`src/rtl/aic_pkg.sv`:
```
/*
  Constants, types and shared arithmetic for the analog input
  conditioning block. Assumes 8 channels, 16-bit signed samples and a
  7-bit register address space on a plain strobe port.
*/
package aic_pkg;

  localparam int NUM_CH = 8;
  localparam int CH_W   = 3;
  localparam int DATA_W = 16;
  localparam int ADDR_W = 7;

  // Per-channel register slots, channel base is channel * 8
  localparam logic [2:0] SLOT_CFG    = 3'h0;
  localparam logic [2:0] SLOT_LOW    = 3'h1;
  localparam logic [2:0] SLOT_HIGH   = 3'h2;
  localparam logic [2:0] SLOT_ALIGN  = 3'h3;
  localparam logic [2:0] SLOT_VALUE  = 3'h4;
  localparam logic [2:0] SLOT_STATUS = 3'h5;
  // Module-wide registers
  localparam logic [6:0] ADDR_CTRL   = 7'h40;
  localparam logic [6:0] ADDR_CMD    = 7'h41;
  localparam logic [6:0] ADDR_CAL10  = 7'h42;
  localparam logic [6:0] ADDR_CAL5   = 7'h43;
  localparam int GLOBAL_BIT          = 6;

  // Field positions
  localparam int CFG_FILT_LSB   = 0;
  localparam int CFG_RANGE_LSB  = 3;
  localparam int CFG_USER_BIT   = 6;
  localparam int CTRL_FAST_BIT  = 0;
  localparam int CTRL_RECAL_BIT = 1;
  localparam int CMD_REF10_BIT  = 0;
  localparam int CMD_REF5_BIT   = 1;
  localparam int CMD_SAVE_BIT   = 2;
  localparam int CMD_FACT_BIT   = 3;
  localparam int STAT_ALIGN_BIT = 0;
  localparam int STAT_INVAL_BIT = 2;

  // Values after reset
  localparam logic [15:0]        CFG_RST     = 16'h0000;
  localparam logic signed [15:0] LOW_RST     = 16'sh0000;
  localparam logic signed [15:0] HIGH_RST    = 16'sh2710;
  localparam logic signed [15:0] CAL_FACTORY = 16'sh0000;

  // Sample and filter arithmetic
  localparam logic signed [15:0] RAW_FULL   = 16'sh4000;
  localparam int                 RAW_SHIFT  = 14;
  localparam logic signed [39:0] STD_FULL   = 40'sh0000002710;
  localparam logic signed [39:0] HALF_UNI   = 40'sh0000002000;
  localparam logic signed [39:0] HALF_BIP   = 40'sh0000004000;
  localparam int                 FILT_SHIFT = 12;
  localparam logic [12:0]        FILT_ONE   = 13'h1000;
  localparam logic signed [31:0] FILT_HALF  = 32'sh00000800;

  typedef enum logic [2:0] {
    RNG_BIP10 = 3'h0, RNG_UNI10 = 3'h1, RNG_UNI5 = 3'h2,
    RNG_1TO5 = 3'h3, RNG_20MA = 3'h4, RNG_4TO20 = 3'h5
  } aic_range_t;

  typedef enum logic [1:0] {
    MODE_RUN = 2'b00, MODE_RECAL = 2'b01, MODE_EXIT = 2'b11
  } aic_mode_t;

  typedef struct packed {
    logic                     wr;
    logic                     rd;
    logic [ADDR_W-1:0]        addr;
    logic [DATA_W-1:0]        wdata;
  } aic_regreq_t;

  typedef struct packed {
    logic                     valid;
    logic [CH_W-1:0]          chan;
    logic signed [DATA_W-1:0] raw;
  } aic_sample_t;

  typedef struct packed {
    logic                     valid;
    logic [CH_W-1:0]          chan;
    logic                     invalid;
    logic signed [DATA_W-1:0] value;
  } aic_result_t;

  // Smoothing coefficient in Q12
  function automatic logic [12:0] alpha_q(input logic [2:0] sel);
    case (sel)
      3'h1:    alpha_q = 13'h0C00;
      3'h2:    alpha_q = 13'h0E00;
      3'h3:    alpha_q = 13'h0EFE;
      3'h4:    alpha_q = 13'h0F81;
      3'h5:    alpha_q = 13'h0FBE;
      3'h6:    alpha_q = 13'h0FDF;
      default: alpha_q = 13'h0000;
    endcase
  endfunction

  function automatic logic signed [15:0] sat16(input logic signed [39:0] v);
    if (v > 40'sh0000007FFF)
      sat16 = 16'sh7FFF;
    else if (v < -40'sh0000008000)
      sat16 = -16'sh8000;
    else
      sat16 = v[15:0];
  endfunction

  // Standard or user scaling with rounding
  function automatic logic signed [15:0] scale_val(
    input logic signed [15:0] x,
    input logic               bip,
    input logic               usr,
    input logic signed [15:0] lo,
    input logic signed [15:0] hi
  );
    logic signed [39:0] span;
    logic signed [39:0] p;
    span = 40'(hi) - 40'(lo);
    if (!usr)
      p = (40'(x) * STD_FULL + HALF_UNI) >>> RAW_SHIFT;
    else if (bip)
      p = 40'(lo) + (((40'(x) + HALF_BIP) * span + HALF_BIP)
          >>> (RAW_SHIFT + 1));
    else
      p = 40'(lo) + ((40'(x) * span + HALF_UNI) >>> RAW_SHIFT);
    scale_val = sat16(p);
  endfunction

endpackage

```
`src/rtl/aic_filter.sv`:
```
/*
  First-order smoothing step for one sample.
  Assumes the caller holds the previous output per channel.
*/
`timescale 1ns/100ps
module aic_filter
  import aic_pkg::*;
(
  input  wire logic [2:0]         filtSel,
  input  wire logic               bypass,
  input  wire logic signed [15:0] prev,
  input  wire logic signed [15:0] sample,
  output logic signed [15:0]      result
);

  logic [12:0]        alpha;
  logic signed [31:0] acc;

  always_comb
  begin
    alpha = alpha_q(filtSel);
    acc = 32'(prev) * $signed({19'h0, alpha})
        + 32'(sample) * $signed({19'h0, FILT_ONE - alpha})
        + FILT_HALF;
    if (bypass || filtSel == 3'h0)
      result = sample;
    else
      result = 16'(acc >>> FILT_SHIFT);
  end

endmodule

```
`src/rtl/aic_top.sv`:
```
/*
  Per-channel conditioning of converter samples: calibration offset,
  smoothing, standard or user scaling, alignment, recalibration.
  Assumes samples arrive one per cycle at most, synchronous to clock,
  as signed codes with range maximum at RAW_FULL.
*/
// Design decisions made here: the address map and the plain strobed port.
// Notes on behaviour
// - Each channel takes a filter setting from zero to six.
// - Settings map to coefficients 0 to 0.992; zero passes raw.
// - Filter setting may change at any time, used at once.
// - Fast cycle bypasses the filter completely.
// - Standard unipolar scales range to 0 through 10000.
// - Standard bipolar ten volt scales to minus and plus 10000.
// - User format maps range ends to programmed lower and upper.
// - Aligned channel adds its stored offset to each result.
// - Offset word is writable by software at any time.
// - Alignment does not change any channel operating mode.
// - Status bit zero shows that the channel holds an alignment.
// - Recalibration on channel 0 serves all channels.
// - Recalibration flags all invalid, stops filter and alignment.
// - Recalibration samples only channel 0, others hold values.
// - Ten volt reference fixes ten volt ranges, five the rest.
// - After ten volt fix channel 0 reads close to 10000.
// - Coefficients apply at once, are kept on save, else old ones return.
// - Factory restore drops user coefficients at once.
`timescale 1ns/100ps
module aic_top
  import aic_pkg::*;
(
  input  wire logic                clock,
  input  wire logic                arst_n,
  input  wire logic                clockEn,
  input  wire aic_pkg::aic_regreq_t regReq,
  output logic [15:0]              regRdata,
  input  wire aic_pkg::aic_sample_t sampleIn,
  output aic_pkg::aic_result_t     resultOut
);

  logic [1:0]               rstSync;
  logic                     rstN;

  logic [15:0]              cfg         [NUM_CH];
  logic signed [15:0]       userLow     [NUM_CH];
  logic signed [15:0]       userHigh    [NUM_CH];
  logic signed [15:0]       alignment_offset_word [NUM_CH];
  logic signed [15:0]       filtState   [NUM_CH];
  logic signed [15:0]       chanValue   [NUM_CH];
  logic [15:0]              next_cfg    [NUM_CH];
  logic signed [15:0]       next_userLow  [NUM_CH];
  logic signed [15:0]       next_userHigh [NUM_CH];
  logic signed [15:0]       next_alignment_offset_word [NUM_CH];
  logic signed [15:0]       next_filtState [NUM_CH];
  logic signed [15:0]       next_chanValue [NUM_CH];

  logic                     fastCycle;
  logic                     next_fastCycle;
  aic_mode_t                mode;
  aic_mode_t                next_mode;
  logic signed [15:0]       calStored10;
  logic signed [15:0]       calStored5;
  logic signed [15:0]       calPend10;
  logic signed [15:0]       calPend5;
  logic signed [15:0]       next_calStored10;
  logic signed [15:0]       next_calStored5;
  logic signed [15:0]       next_calPend10;
  logic signed [15:0]       next_calPend5;
  logic signed [15:0]       ch0Raw;
  logic signed [15:0]       next_ch0Raw;

  aic_result_t              next_resultOut;
  logic [15:0]              next_regRdata;

  logic                     recalOn;
  logic                     accept;
  logic [CH_W-1:0]          ch;
  logic [15:0]              chCfg;
  logic                     group10;
  logic                     bipolar;
  logic signed [15:0]       calRaw;
  logic signed [15:0]       filtered;
  logic signed [15:0]       scaled;
  logic signed [15:0]       finalValue;
  logic                     cmdWrite;
  logic [CH_W-1:0]          regCh;
  logic [2:0]               regSlot;

  // Range field of a channel setting word
  function automatic logic [2:0] range_of(input logic [15:0] word);
    range_of = word[CFG_RANGE_LSB +: 3];
  endfunction

  // Reset release through two flops
  always_ff @(posedge clock or negedge arst_n)
  begin
    if (!arst_n)
      rstSync <= 2'b00;
    else
      rstSync <= {rstSync[0], 1'b1};
  end
  assign rstN = rstSync[1];

  // Sample path decode
  always_comb
  begin
    recalOn = (mode != MODE_RUN);
    ch = sampleIn.chan;
    chCfg = cfg[ch];
    // Calibration group follows the range
    group10 = (range_of(chCfg) == RNG_BIP10)
           || (range_of(chCfg) == RNG_UNI10);
    bipolar = (range_of(chCfg) == RNG_BIP10);
    // Only channel 0 is read while recalibrating
    accept = sampleIn.valid && (!recalOn || ch == '0);
    // Pending set equals stored outside recalibration
    calRaw = sat16(40'(sampleIn.raw)
           + 40'(group10 ? calPend10 : calPend5));
  end

  aic_filter u_filter (
    .filtSel (chCfg[CFG_FILT_LSB +: 3]),
    .bypass  (fastCycle || recalOn),
    .prev    (filtState[ch]),
    .sample  (calRaw),
    .result  (filtered)
  );

  always_comb
  begin
    // Standard or user format, interpolated
    scaled = scale_val(filtered, bipolar, chCfg[CFG_USER_BIT],
                       userLow[ch], userHigh[ch]);
    // Offset added unless recalibrating
    if (recalOn)
      finalValue = scaled;
    else
      finalValue = sat16(40'(scaled) + 40'(alignment_offset_word[ch]));
  end

  // Register decode
  always_comb
  begin
    regCh = regReq.addr[5:3];
    regSlot = regReq.addr[2:0];
    cmdWrite = regReq.wr && regReq.addr == ADDR_CMD;
  end

  // Per-channel state
  always_comb
  begin
    next_cfg = cfg;
    next_userLow = userLow;
    next_userHigh = userHigh;
    next_alignment_offset_word = alignment_offset_word;
    next_filtState = filtState;
    next_chanValue = chanValue;
    if (regReq.wr && !regReq.addr[GLOBAL_BIT])
    begin
      case (regSlot)
        // Filter setting takes effect on the next sample
        SLOT_CFG:   next_cfg[regCh] = regReq.wdata;
        SLOT_LOW:   next_userLow[regCh] = regReq.wdata;
        SLOT_HIGH:  next_userHigh[regCh] = regReq.wdata;
        // Writable in any mode
        SLOT_ALIGN: next_alignment_offset_word[regCh] = regReq.wdata;
        default:    ;
      endcase
    end
    if (accept)
    begin
      next_filtState[ch] = filtered;
      next_chanValue[ch] = finalValue;
    end
  end

  always_ff @(posedge clock or negedge rstN)
  begin
    if (!rstN)
    begin
      for (int i = 0; i < NUM_CH; i++)
      begin
        cfg[i] <= CFG_RST;
        userLow[i] <= LOW_RST;
        userHigh[i] <= HIGH_RST;
        alignment_offset_word[i] <= 16'sh0000;
        filtState[i] <= 16'sh0000;
        chanValue[i] <= 16'sh0000;
      end
    end
    else if (clockEn)
    begin
      cfg <= next_cfg;
      userLow <= next_userLow;
      userHigh <= next_userHigh;
      alignment_offset_word <= next_alignment_offset_word;
      filtState <= next_filtState;
      chanValue <= next_chanValue;
    end
  end

  // Mode and calibration coefficients
  always_comb
  begin
    next_fastCycle = fastCycle;
    next_mode = mode;
    next_calStored10 = calStored10;
    next_calStored5 = calStored5;
    next_calPend10 = calPend10;
    next_calPend5 = calPend5;
    next_ch0Raw = ch0Raw;
    if (sampleIn.valid && ch == '0)
      next_ch0Raw = sampleIn.raw;
    if (regReq.wr && regReq.addr == ADDR_CTRL)
      next_fastCycle = regReq.wdata[CTRL_FAST_BIT];
    // Entered regardless of task state
    case (mode)
      MODE_RUN:
      begin
        if (regReq.wr && regReq.addr == ADDR_CTRL
            && regReq.wdata[CTRL_RECAL_BIT])
          next_mode = MODE_RECAL;
      end
      MODE_RECAL:
      begin
        if (regReq.wr && regReq.addr == ADDR_CTRL
            && !regReq.wdata[CTRL_RECAL_BIT])
          next_mode = MODE_EXIT;
        // Reference fixes its own range group
        if (cmdWrite && regReq.wdata[CMD_REF10_BIT])
          next_calPend10 = sat16(40'(RAW_FULL) - 40'(ch0Raw));
        if (cmdWrite && regReq.wdata[CMD_REF5_BIT])
          next_calPend5 = sat16(40'(RAW_FULL) - 40'(ch0Raw));
        if (cmdWrite && regReq.wdata[CMD_SAVE_BIT])
        begin
          next_calStored10 = calPend10;
          next_calStored5 = calPend5;
        end
      end
      MODE_EXIT:
      begin
        // Unsaved coefficients are dropped
        next_calPend10 = calStored10;
        next_calPend5 = calStored5;
        next_mode = MODE_RUN;
      end
      default: next_mode = MODE_RUN;
    endcase
    // Factory values at once, no save
    if (cmdWrite && regReq.wdata[CMD_FACT_BIT])
    begin
      next_calStored10 = CAL_FACTORY;
      next_calStored5 = CAL_FACTORY;
      next_calPend10 = CAL_FACTORY;
      next_calPend5 = CAL_FACTORY;
    end
  end

  always_ff @(posedge clock or negedge rstN)
  begin
    if (!rstN)
    begin
      fastCycle <= 1'b0;
      mode <= MODE_RUN;
      calStored10 <= CAL_FACTORY;
      calStored5 <= CAL_FACTORY;
      calPend10 <= CAL_FACTORY;
      calPend5 <= CAL_FACTORY;
      ch0Raw <= 16'sh0000;
    end
    else if (clockEn)
    begin
      fastCycle <= next_fastCycle;
      mode <= next_mode;
      calStored10 <= next_calStored10;
      calStored5 <= next_calStored5;
      calPend10 <= next_calPend10;
      calPend5 <= next_calPend5;
      ch0Raw <= next_ch0Raw;
    end
  end

  // Result stream and read data
  always_comb
  begin
    next_resultOut.valid = accept;
    next_resultOut.chan = ch;
    // All results flagged while recalibrating
    next_resultOut.invalid = recalOn;
    next_resultOut.value = finalValue;
    next_regRdata = 16'h0000;
    if (regReq.rd)
    begin
      if (regReq.addr[GLOBAL_BIT])
      begin
        case (regReq.addr)
          ADDR_CTRL:  next_regRdata = {14'h0000, recalOn, fastCycle};
          ADDR_CAL10: next_regRdata = calStored10;
          ADDR_CAL5:  next_regRdata = calStored5;
          default:    next_regRdata = 16'h0000;
        endcase
      end
      else
      begin
        case (regSlot)
          SLOT_CFG:    next_regRdata = cfg[regCh];
          SLOT_LOW:    next_regRdata = userLow[regCh];
          SLOT_HIGH:   next_regRdata = userHigh[regCh];
          SLOT_ALIGN:  next_regRdata = alignment_offset_word[regCh];
          SLOT_VALUE:  next_regRdata = chanValue[regCh];
          SLOT_STATUS:
          begin
            next_regRdata[STAT_ALIGN_BIT] =
              (alignment_offset_word[regCh] != 16'sh0000);
            next_regRdata[STAT_INVAL_BIT] = recalOn;
          end
          default:     next_regRdata = 16'h0000;
        endcase
      end
    end
  end

  // Read data stands one cycle only
  always_ff @(posedge clock or negedge rstN)
  begin
    if (!rstN)
    begin
      resultOut <= '0;
      regRdata <= 16'h0000;
    end
    else if (clockEn)
    begin
      resultOut <= next_resultOut;
      regRdata <= next_regRdata;
    end
  end

endmodule

```
`config.mk`:
```
export PLATFORM = sky130hd
export DESIGN_NAME = aic_top
export DESIGN_NICKNAME = d
export VERILOG_FILES = /design/src/rtl/aic_pkg.sv /design/src/rtl/aic_filter.sv /design/src/rtl/aic_top.sv
export SDC_FILE = /design/constraint.sdc
export NUM_CORES = 2
export LEC_CHECK = 0
export ABC_AREA = 1
export BUFFER_PORTS_ARGS = -buffer_cell sky130_fd_sc_hd__buf_2
export CORE_MARGIN = 2
export CORE_UTILIZATION = 59
export DETAILED_ROUTE_END_ITERATION = 7
export GPL_TIMING_DRIVEN = 0
export HOLD_SLACK_MARGIN = 0.12
export PLACE_DENSITY = 0.86
export SLEW_MARGIN = 40
export SYNTH_ARGS = -nofsm -noshare
export SYNTH_HDL_FRONTEND = slang
export SYNTH_SLANG_ARGS = --single-unit
```
`constraint.sdc`:
```
create_clock -name clock -period 24 [get_ports clock]
set_input_delay 2.4 -clock clock [delete_from_list [all_inputs] [get_ports clock]]
set_output_delay 2.4 -clock clock [all_outputs]
set_load 0.02 [all_outputs]
```
After elaboration in Yosys (flattened, before gate mapping)
Index checks and enable logic that the tools add are counted.
{"block": "totals", "register_bits": 890, "mem_bits_rw": 0, "mem_bits_ro": 0, "input_bits": 48, "latchBits": 0, "n_memories": 0}
{"block": "classes", "n_mul": 5, "n_lt_le_gt_ge": 12, "n_bitwise": 2, "div": 0, "n_reduce_logical": 41, "addsub": 13, "n_shift": 0, "muxes": 76, "eq_ne": 22}
{"operator": "128-bit bitwise mux", "count": 6}
{"operator": "16-bit two-way mux", "count": 42}
{"operator": "16-bit binary-select mux with 3-bit select", "count": 10}
{"operator": "40-bit two-way mux", "count": 3}
{"operator": "16-bit demux with 3-bit select", "count": 2}
{"operator": "40-bit by 16-bit greater-than comparator with 1-bit output, second input constant", "count": 2}
{"operator": "40-bit by 16-bit less-than comparator with 1-bit output, second input constant", "count": 2}
{"operator": "12-bit case mux with 6 select lines", "count": 1}
{"operator": "13-bit case mux with 5 select lines", "count": 1}
{"operator": "16-bit case mux with 2 select lines", "count": 2}
{"operator": "16-bit case mux with 3 select lines", "count": 1}
{"operator": "16-bit by 20-bit adder with 21-bit output", "count": 2}
{"operator": "16-bit by 40-bit adder with 40-bit output", "count": 1}
{"operator": "34-bit by 16-bit adder with 35-bit output, second input constant", "count": 1}
{"operator": "33-bit by 15-bit adder with 34-bit output, second input constant", "count": 1}
{"operator": "17-bit by 16-bit greater-than comparator with 1-bit output, second input constant", "count": 2}
{"operator": "17-bit by 16-bit less-than comparator with 1-bit output, second input constant", "count": 2}
{"operator": "17-bit by 17-bit multiplier with 34-bit output", "count": 1}
{"operator": "16-bit by 17-bit multiplier with 33-bit output", "count": 1}
{"operator": "31-bit by 15-bit adder with 32-bit output, second input constant", "count": 1}
{"operator": "28-bit by 13-bit adder with 28-bit output, second input constant", "count": 1}
{"operator": "28-bit adder", "count": 1}
{"operator": "7-bit == test, second input constant", "count": 4}
{"operator": "16-bit by 13-bit multiplier with 28-bit output", "count": 1}
{"operator": "other kinds (32)", "count": 80}

Logic depth before layout (Yosys ltp)
{"block": "logic_depth", "depth_word": 30, "mapped_depth": 141, "ltp_nobuf": 135}

By module
A second synthesis with hierarchy kept.
{"block": "hier_totals", "cells_unflattened": 10131, "hier_area_um2": 83664.0}
{"mod": "aic_top", "area_each_um2": 68692.1, "n_inst": 1, "cells_per_inst": 8276}
{"mod": "aic_filter", "area_each_um2": 14971.9, "n_inst": 1, "cells_per_inst": 1855}

Least setup slack after synthesis
Ideal clock, no wire load.
{"block": "synth_path", "kind": "input to register", "startpoint": "input port sampleIn[17] (netlist bit)", "endpoint": "register chanValue[52] (netlist bit)", "path_stages": 127, "n_path_buf": 5, "arrival_time_ns": 23.964, "setup_ns": 0.076, "path_slack_ns": -0.040, "cell_sequence": "buf_6 -> nand3_2 -> buf_2 -> inv_1 -> o2bb2ai_1 -> a221oi_1 -> nand2_1 -> nor2_1 -> clkbuf_1 -> nand2_1 -> o21ai_0 -> ha_1 -> a21oi_1 -> nor2_1 -> nor2_1 -> nor2_1 -> nor3_1 -> o21ai_0 -> [... 91 more ...] -> and2_1 -> o21ai_0 -> a21o_1 -> a21oi_1 -> o21bai_1 -> a21oi_1 -> o21bai_1 -> a21oi_1 -> o21bai_1 -> a21oi_1 -> o21bai_1 -> nand2_1 -> a22oi_1 -> nor2_1 -> dlygate4sd3_1 -> o21ai_1 -> nand3_1 -> o21ai_1"}
{"block": "synth_via", "elab_chain_cells": 30, "word_cells_on_any_way": 72, "classes_between": "add/sub (12); mul (5); order compare (8); eq/ne (7); mux (30); bitwise (1); reduce/logical (9)"}
{"item": "start, declared", "line_no": "aic_top.sv:36", "source": "input wire aic_pkg::aic_sample_t sampleIn,"}
{"item": "3-bit NOT with 4-bit output (implied by the code) (*)", "line_no": "aic_top.sv:108, aic_top.sv:123"}
{"item": "16-bit binary-select mux with 3-bit select", "line_no": "aic_top.sv:108", "source": "chCfg = cfg[ch];"}
{"item": "7-bit two-way mux (implied by the code) (2 in series)", "line_no": "aic_top.sv:108"}
{"item": "3-bit by 1-bit == test with 1-bit output / 3-bit logical NOT (equally long branches)", "line_no": "aic_top.sv:111, aic_top.sv:110"}
{"item": "1-bit logical OR", "line_no": "aic_top.sv:111", "source": "|| (range_of(chCfg) == RNG_UNI10);"}
{"item": "40-bit two-way mux", "line_no": "aic_top.sv:117", "source": "+ 40'(group10 ? calPend10 : calPend5));"}
{"item": "16-bit by 40-bit adder with 40-bit output", "line_no": "aic_top.sv:117"}
{"item": "40-bit by 16-bit less-than comparator with 1-bit output", "line_no": "aic_pkg.sv:101", "source": "else if (v < -40'sh0000008000)"}
{"item": "[... 6 more ...]"}
{"item": "via filtered[10]", "line_no": "aic_top.sv:81", "source": "logic signed [15:0] filtered;"}
{"item": "[... 7 more ...]"}
{"item": "16-bit two-way mux", "line_no": "aic_pkg.sv:101"}
{"item": "16-bit two-way mux (*)", "line_no": "aic_pkg.sv:99", "source": "if (v > 40'sh0000007FFF)"}
{"item": "16-bit by 16-bit adder with 17-bit output", "line_no": "aic_top.sv:137", "source": "finalValue = sat16(40'(scaled) + 40'(alignment_offset_word[ch]));"}
{"item": "17-bit by 16-bit less-than comparator with 1-bit output", "line_no": "aic_pkg.sv:101"}
{"item": "16-bit two-way mux", "line_no": "aic_pkg.sv:101"}
{"item": "16-bit two-way mux", "line_no": "aic_pkg.sv:99"}
{"item": "16-bit two-way mux (*)", "line_no": "aic_top.sv:134", "source": "if (recalOn)"}
{"item": "128-bit bitwise mux (*)", "line_no": "aic_top.sv:172", "source": "next_chanValue[ch] = finalValue;"}
{"item": "end signal, assigned", "line_no": "aic_top.sv:197", "source": "chanValue <= next_chanValue;"}
{"item": "end, declared", "line_no": "aic_top.sv:48", "source": "logic signed [15:0] chanValue [NUM_CH];"}
The timed path passes the listed nets; every way through them passes the cells marked *. The select of a mux whose other input is x is not followed.
A chain may end at the register's enable or synchronous reset.

Worst setup path in the final report
{"block": "layout_path", "startpoint": "input port sampleIn[16] (netlist bit)", "endpoint": "register resultOut[13] (netlist bit)"}
{"block": "layout_via", "elab_chain_cells": 29, "word_cells_on_any_way": 62, "classes_between": "add/sub (12); mul (5); order compare (6); eq/ne (7); mux (27); bitwise (1); reduce/logical (4)"}
{"item": "3-bit NOT with 4-bit output (implied by the code) (*)"}
{"item": "16-bit binary-select mux with 3-bit select", "line_no": "aic_top.sv:108"}
{"item": "7-bit two-way mux (implied by the code) (2 in series)", "line_no": "aic_top.sv:108"}
{"item": "3-bit by 1-bit == test with 1-bit output / 3-bit logical NOT (equally long branches)", "line_no": "aic_top.sv:111, aic_top.sv:110, aic_top.sv:112"}
{"item": "1-bit logical OR", "line_no": "aic_top.sv:111"}
{"item": "40-bit two-way mux", "line_no": "aic_top.sv:117"}
{"item": "16-bit by 40-bit adder with 40-bit output", "line_no": "aic_top.sv:117"}
{"item": "40-bit by 16-bit less-than comparator with 1-bit output", "line_no": "aic_pkg.sv:101"}
{"item": "[... 12 more ...]"}
{"item": "40-bit by 16-bit less-than comparator with 1-bit output", "line_no": "aic_pkg.sv:101"}
{"item": "16-bit two-way mux", "line_no": "aic_pkg.sv:101"}
{"item": "16-bit two-way mux", "line_no": "aic_pkg.sv:99"}
{"item": "16-bit by 16-bit adder with 17-bit output", "line_no": "aic_top.sv:137"}
{"item": "17-bit by 16-bit less-than comparator with 1-bit output", "line_no": "aic_pkg.sv:101"}
{"item": "16-bit two-way mux", "line_no": "aic_pkg.sv:101"}
{"item": "16-bit two-way mux", "line_no": "aic_pkg.sv:99"}
{"item": "16-bit two-way mux (*)", "line_no": "aic_top.sv:134"}
{"item": "end signal, assigned", "line_no": "aic_top.sv:332", "source": "resultOut <= next_resultOut;"}
{"item": "end, declared", "line_no": "aic_top.sv:37", "source": "output aic_pkg::aic_result_t resultOut"}
Every way passes the cells marked *; elsewhere a longest branch is shown, timed or not. The select of a mux whose other input is x is not followed.

==> reports/results.txt <==
Die area - 0.143 sq mm
Synth Area in Adders - 31.6%
Hold Path Class - register to async pin
CP max stage delay - 700 ps
Core Box Area - 0.139 sq mm
DRT Wirelength - 353 mm
GRT met2 Usage - 69.7%
I/O Buffers - 81
Clk Tree Root Cell - clkbuf_16
Mux cell area share after synthesis - 0.0243%
Area share of xor/xnor cells in the synthesized design - 1.39%
Fin area - 0.0947 sq mm
Setup crit start kind - primary input
Syn_area_per_cell - 8.39 sq um
Fillcell total - 11.1k
Syn Inst Count - 9833
Placed cell count - 11.8k
Post-DR wirelength/cell - 28.7 microns
Die height - 378 microns
DR iter-0 viols - 11.3k
Slew Limit Headroom - 21.7%
Synth Flop Type - dfrtp_1
Die Width - 378 microns
Synth Cell Area - 0.0825 sq mm
Clock Skews - 59.7 ps
Layout cells sized above 1 - 13.0%
Routability cong. - 1.13
Vias in the first global route - 76.9k
Max Slew Vio Count - 0
Clock transition at path regs - 70 ps
Cell Area, Placed - 0.0862 sq mm
Synth-to-Final Area Change - 14.9%
Post-DRT Antenna Nets - 0
Period minus WS final - 24000 ps
Status - finished, violations left
WP buf/inv - 24
Synth Area in Simple Gates - 15.9%
Busiest layer in global routing - met2
GR Util met3 - 20.0%
Highest Clock Rate - 41.7 MHz
Final HPWL DP - 261 mm
Register Area - 0.0223 sq mm
Initial antenna violation count - 33
Core Rows - 137
Residual DRC - 10
Met1 GRT Util - 57.0%
Count of cell types in the netlist - 84
Register area share after synthesis - 27.1%
Largest net degree at the start of global routing - 45
Failing checks - DRC
Clock Sinks - 890
Worst EP required - 24690 ps
Synth warnings - 0
Ys async rst share - 100%
First-pass GRT wire length - 502 mm
Max-Cap Viols - 0
Initial Utilization - 59.3%
CP most frequent cell - fa_1
Num CTS Buffers - 90
Critical path's slowest cell - fa_1
Grt total ovfl - 0
Bufs on Longest Clock Path - 3
CP endpoint kind - register
Final nets - 11.8k
Post-synth EDFFs - 0
Drt pass-1 iters - 8
Hold buffer count at cts - 0
Vias - 78.7k
CTS tree - yes
Crit path DAT - 24680 ps
Main combinational cell family by area after synthesis - adder cells
Cell family with most CP delay - adder cells
Worst-skew pair later-pin latency - 780 ps
Slew @ Worst Pin - 1160 ps
Total global-route track usage - 48.6%
Multi-input combinational cell area - 0.0535 sq mm
H-tree levels - 3
CP max FO - 10
Drt via density - 6.41
Yosys reg bits - 890
Final setup violation count - 0
Final worst path period share - 100%
Critical path class - primary input to register
Non-Filler Instances - 12.3k
Syn Nets - 11.3k
Hold Fails Final Rpt - 0
Io pins - 85
Compound-Gate Fraction of Synth Area - 13.0%
-- Yosys cell counts (40+ instances only) --
cell / instances / area share [%]
a221oi_1: 91 / 0.97
nor3_1: 43 / 0.26
xnor2_1: 54 / 0.57
o21ai_0: 899 / 5.5
dfstp_2: 40 / 1.3
nand2_1: 1934 / 8.8
nand4_1: 83 / 0.63
o22ai_1: 201 / 1.5
fa_1: 1020 / 25
a21oi_1: 229 / 1.4
dfrtp_1: 850 / 26
ha_1: 448 / 6.8
o21ai_1: 73 / 0.44
nor2_1: 713 / 3.2
nand3_1: 228 / 1.4
a22oi_1: 55 / 0.50
inv_1: 1897 / 8.6
xor2_1: 73 / 0.78
clkbuf_1: 359 / 1.6
-- metrics by stage --
stage          setup TNS [ps]  setup WS, ps  hold WS [ps]  util [%]
2_1_floorplan               0           139           331         -
3_3_place_gp          -880020         -6780           344      61.2
3_5_place_dp          -853010         -6670           217      61.9
4_1_cts                     0          11.3           219      65.7
5_1_grt                -67520          -578           235      68.0
6_report                    0          3.66           224      68.1
-- logic make-up (layout without fill, tap and decap cells) --
logic type      count (synthesis)  count (layout)
compound gates               1813            1814
xor+xnor                      129             129
fa+ha+maj                    1468            1468
buf+inv                      2374            2926
flops                         890             890
mux                             2               2
other cells                     1              21
simple gates                 3156            3156
-- placed cells by master, fill, tap and decap left out, drive strengths merged, types with 201 or more instances in the layout --
cell type,instances
clkbuf,482
nor2,724
inv,1900
nand2,1972
o21ai,975
nand3,248
fa,1020
buf,470
dfrtp,850
a21oi,230
ha,448
o22ai,201
-- routing by layer --
layer | vias up | routed length [microns]
met3 | 2174 | 51300
met2 | 6390 | 147000
met4 | 40 | 39100
met1 | 38100 | 115000
li1 | 32000 | -
met5 | - | 367
-- worst reg2reg max path, delay by kind of cell, from the launching register on --
kind / cells / cell delay (ps)
XOR/XNOR: 1 / 110
AND/OR/NAND/NOR: 24 / 4950
adder cells (fa/ha/maj): 18 / 8400
buffers and inverters: 20 / 3340
AO/OA/AOI/OAI: 30 / 4970
flip-flops: 1 / 390
-- sequential cells by signal (all words and copies together), names as in the netlist --
signal,count
userHigh,128
cfg,128
chanValue,128
rstSync,2
alignment_offset_word,128
calStored5,16
calPend10,16
filtState,128
calPend5,16
regRdata,16
ch0Raw,16
fastCycle,1
resultOut,21
mode,2
calStored10,16
userLow,128
-- area by class of cell --
cell class / count / share of cell area, %
Multi-Input combinational cell: 6570 / 56.5
Buffer: 436 / 2.53
Clock buffer: 131 / 2.79
Timing Repair Buffer: 389 / 3.56
Clock inverter: 35 / 0.634
Sequential cell: 890 / 23.6
Tap cell: 1876 / 2.48
Antenna cell: 20 / 0.0528
Inverter: 1935 / 7.88
-- final timing paths --
check                             start             to  cells after the start  slack [ps]
max                        sampleIn[16]  resultOut[13]                    112           4
min                          rstSync[1]   userHigh[98]                      0         220
max reg2reg                      cfg[2]  resultOut[13]                     93        1750
min reg2reg                  rstSync[1]   userHigh[98]                      0         220
max in group asynchronous    rstSync[1]   calPend5[12]                      6       21860
min in group clock           rstSync[0]     rstSync[1]                      0         370
-- what timing repair did --
| item | 4_1_cts | 5_1_grt |
|---|---|---|
| pin swaps | 57 | 217 |
| cloned | 5 | 4 |
| buffers inserted | 104 | 158 |
| endpoints found under the hold margin | 0 | 0 |
| endpoints found under the setup margin | 144 | 144 |
| resized for setup | 333 | 477 |
Power is not shown: default switching activity piles up to over one toggle a cycle in this logic, so the estimate is an artifact.
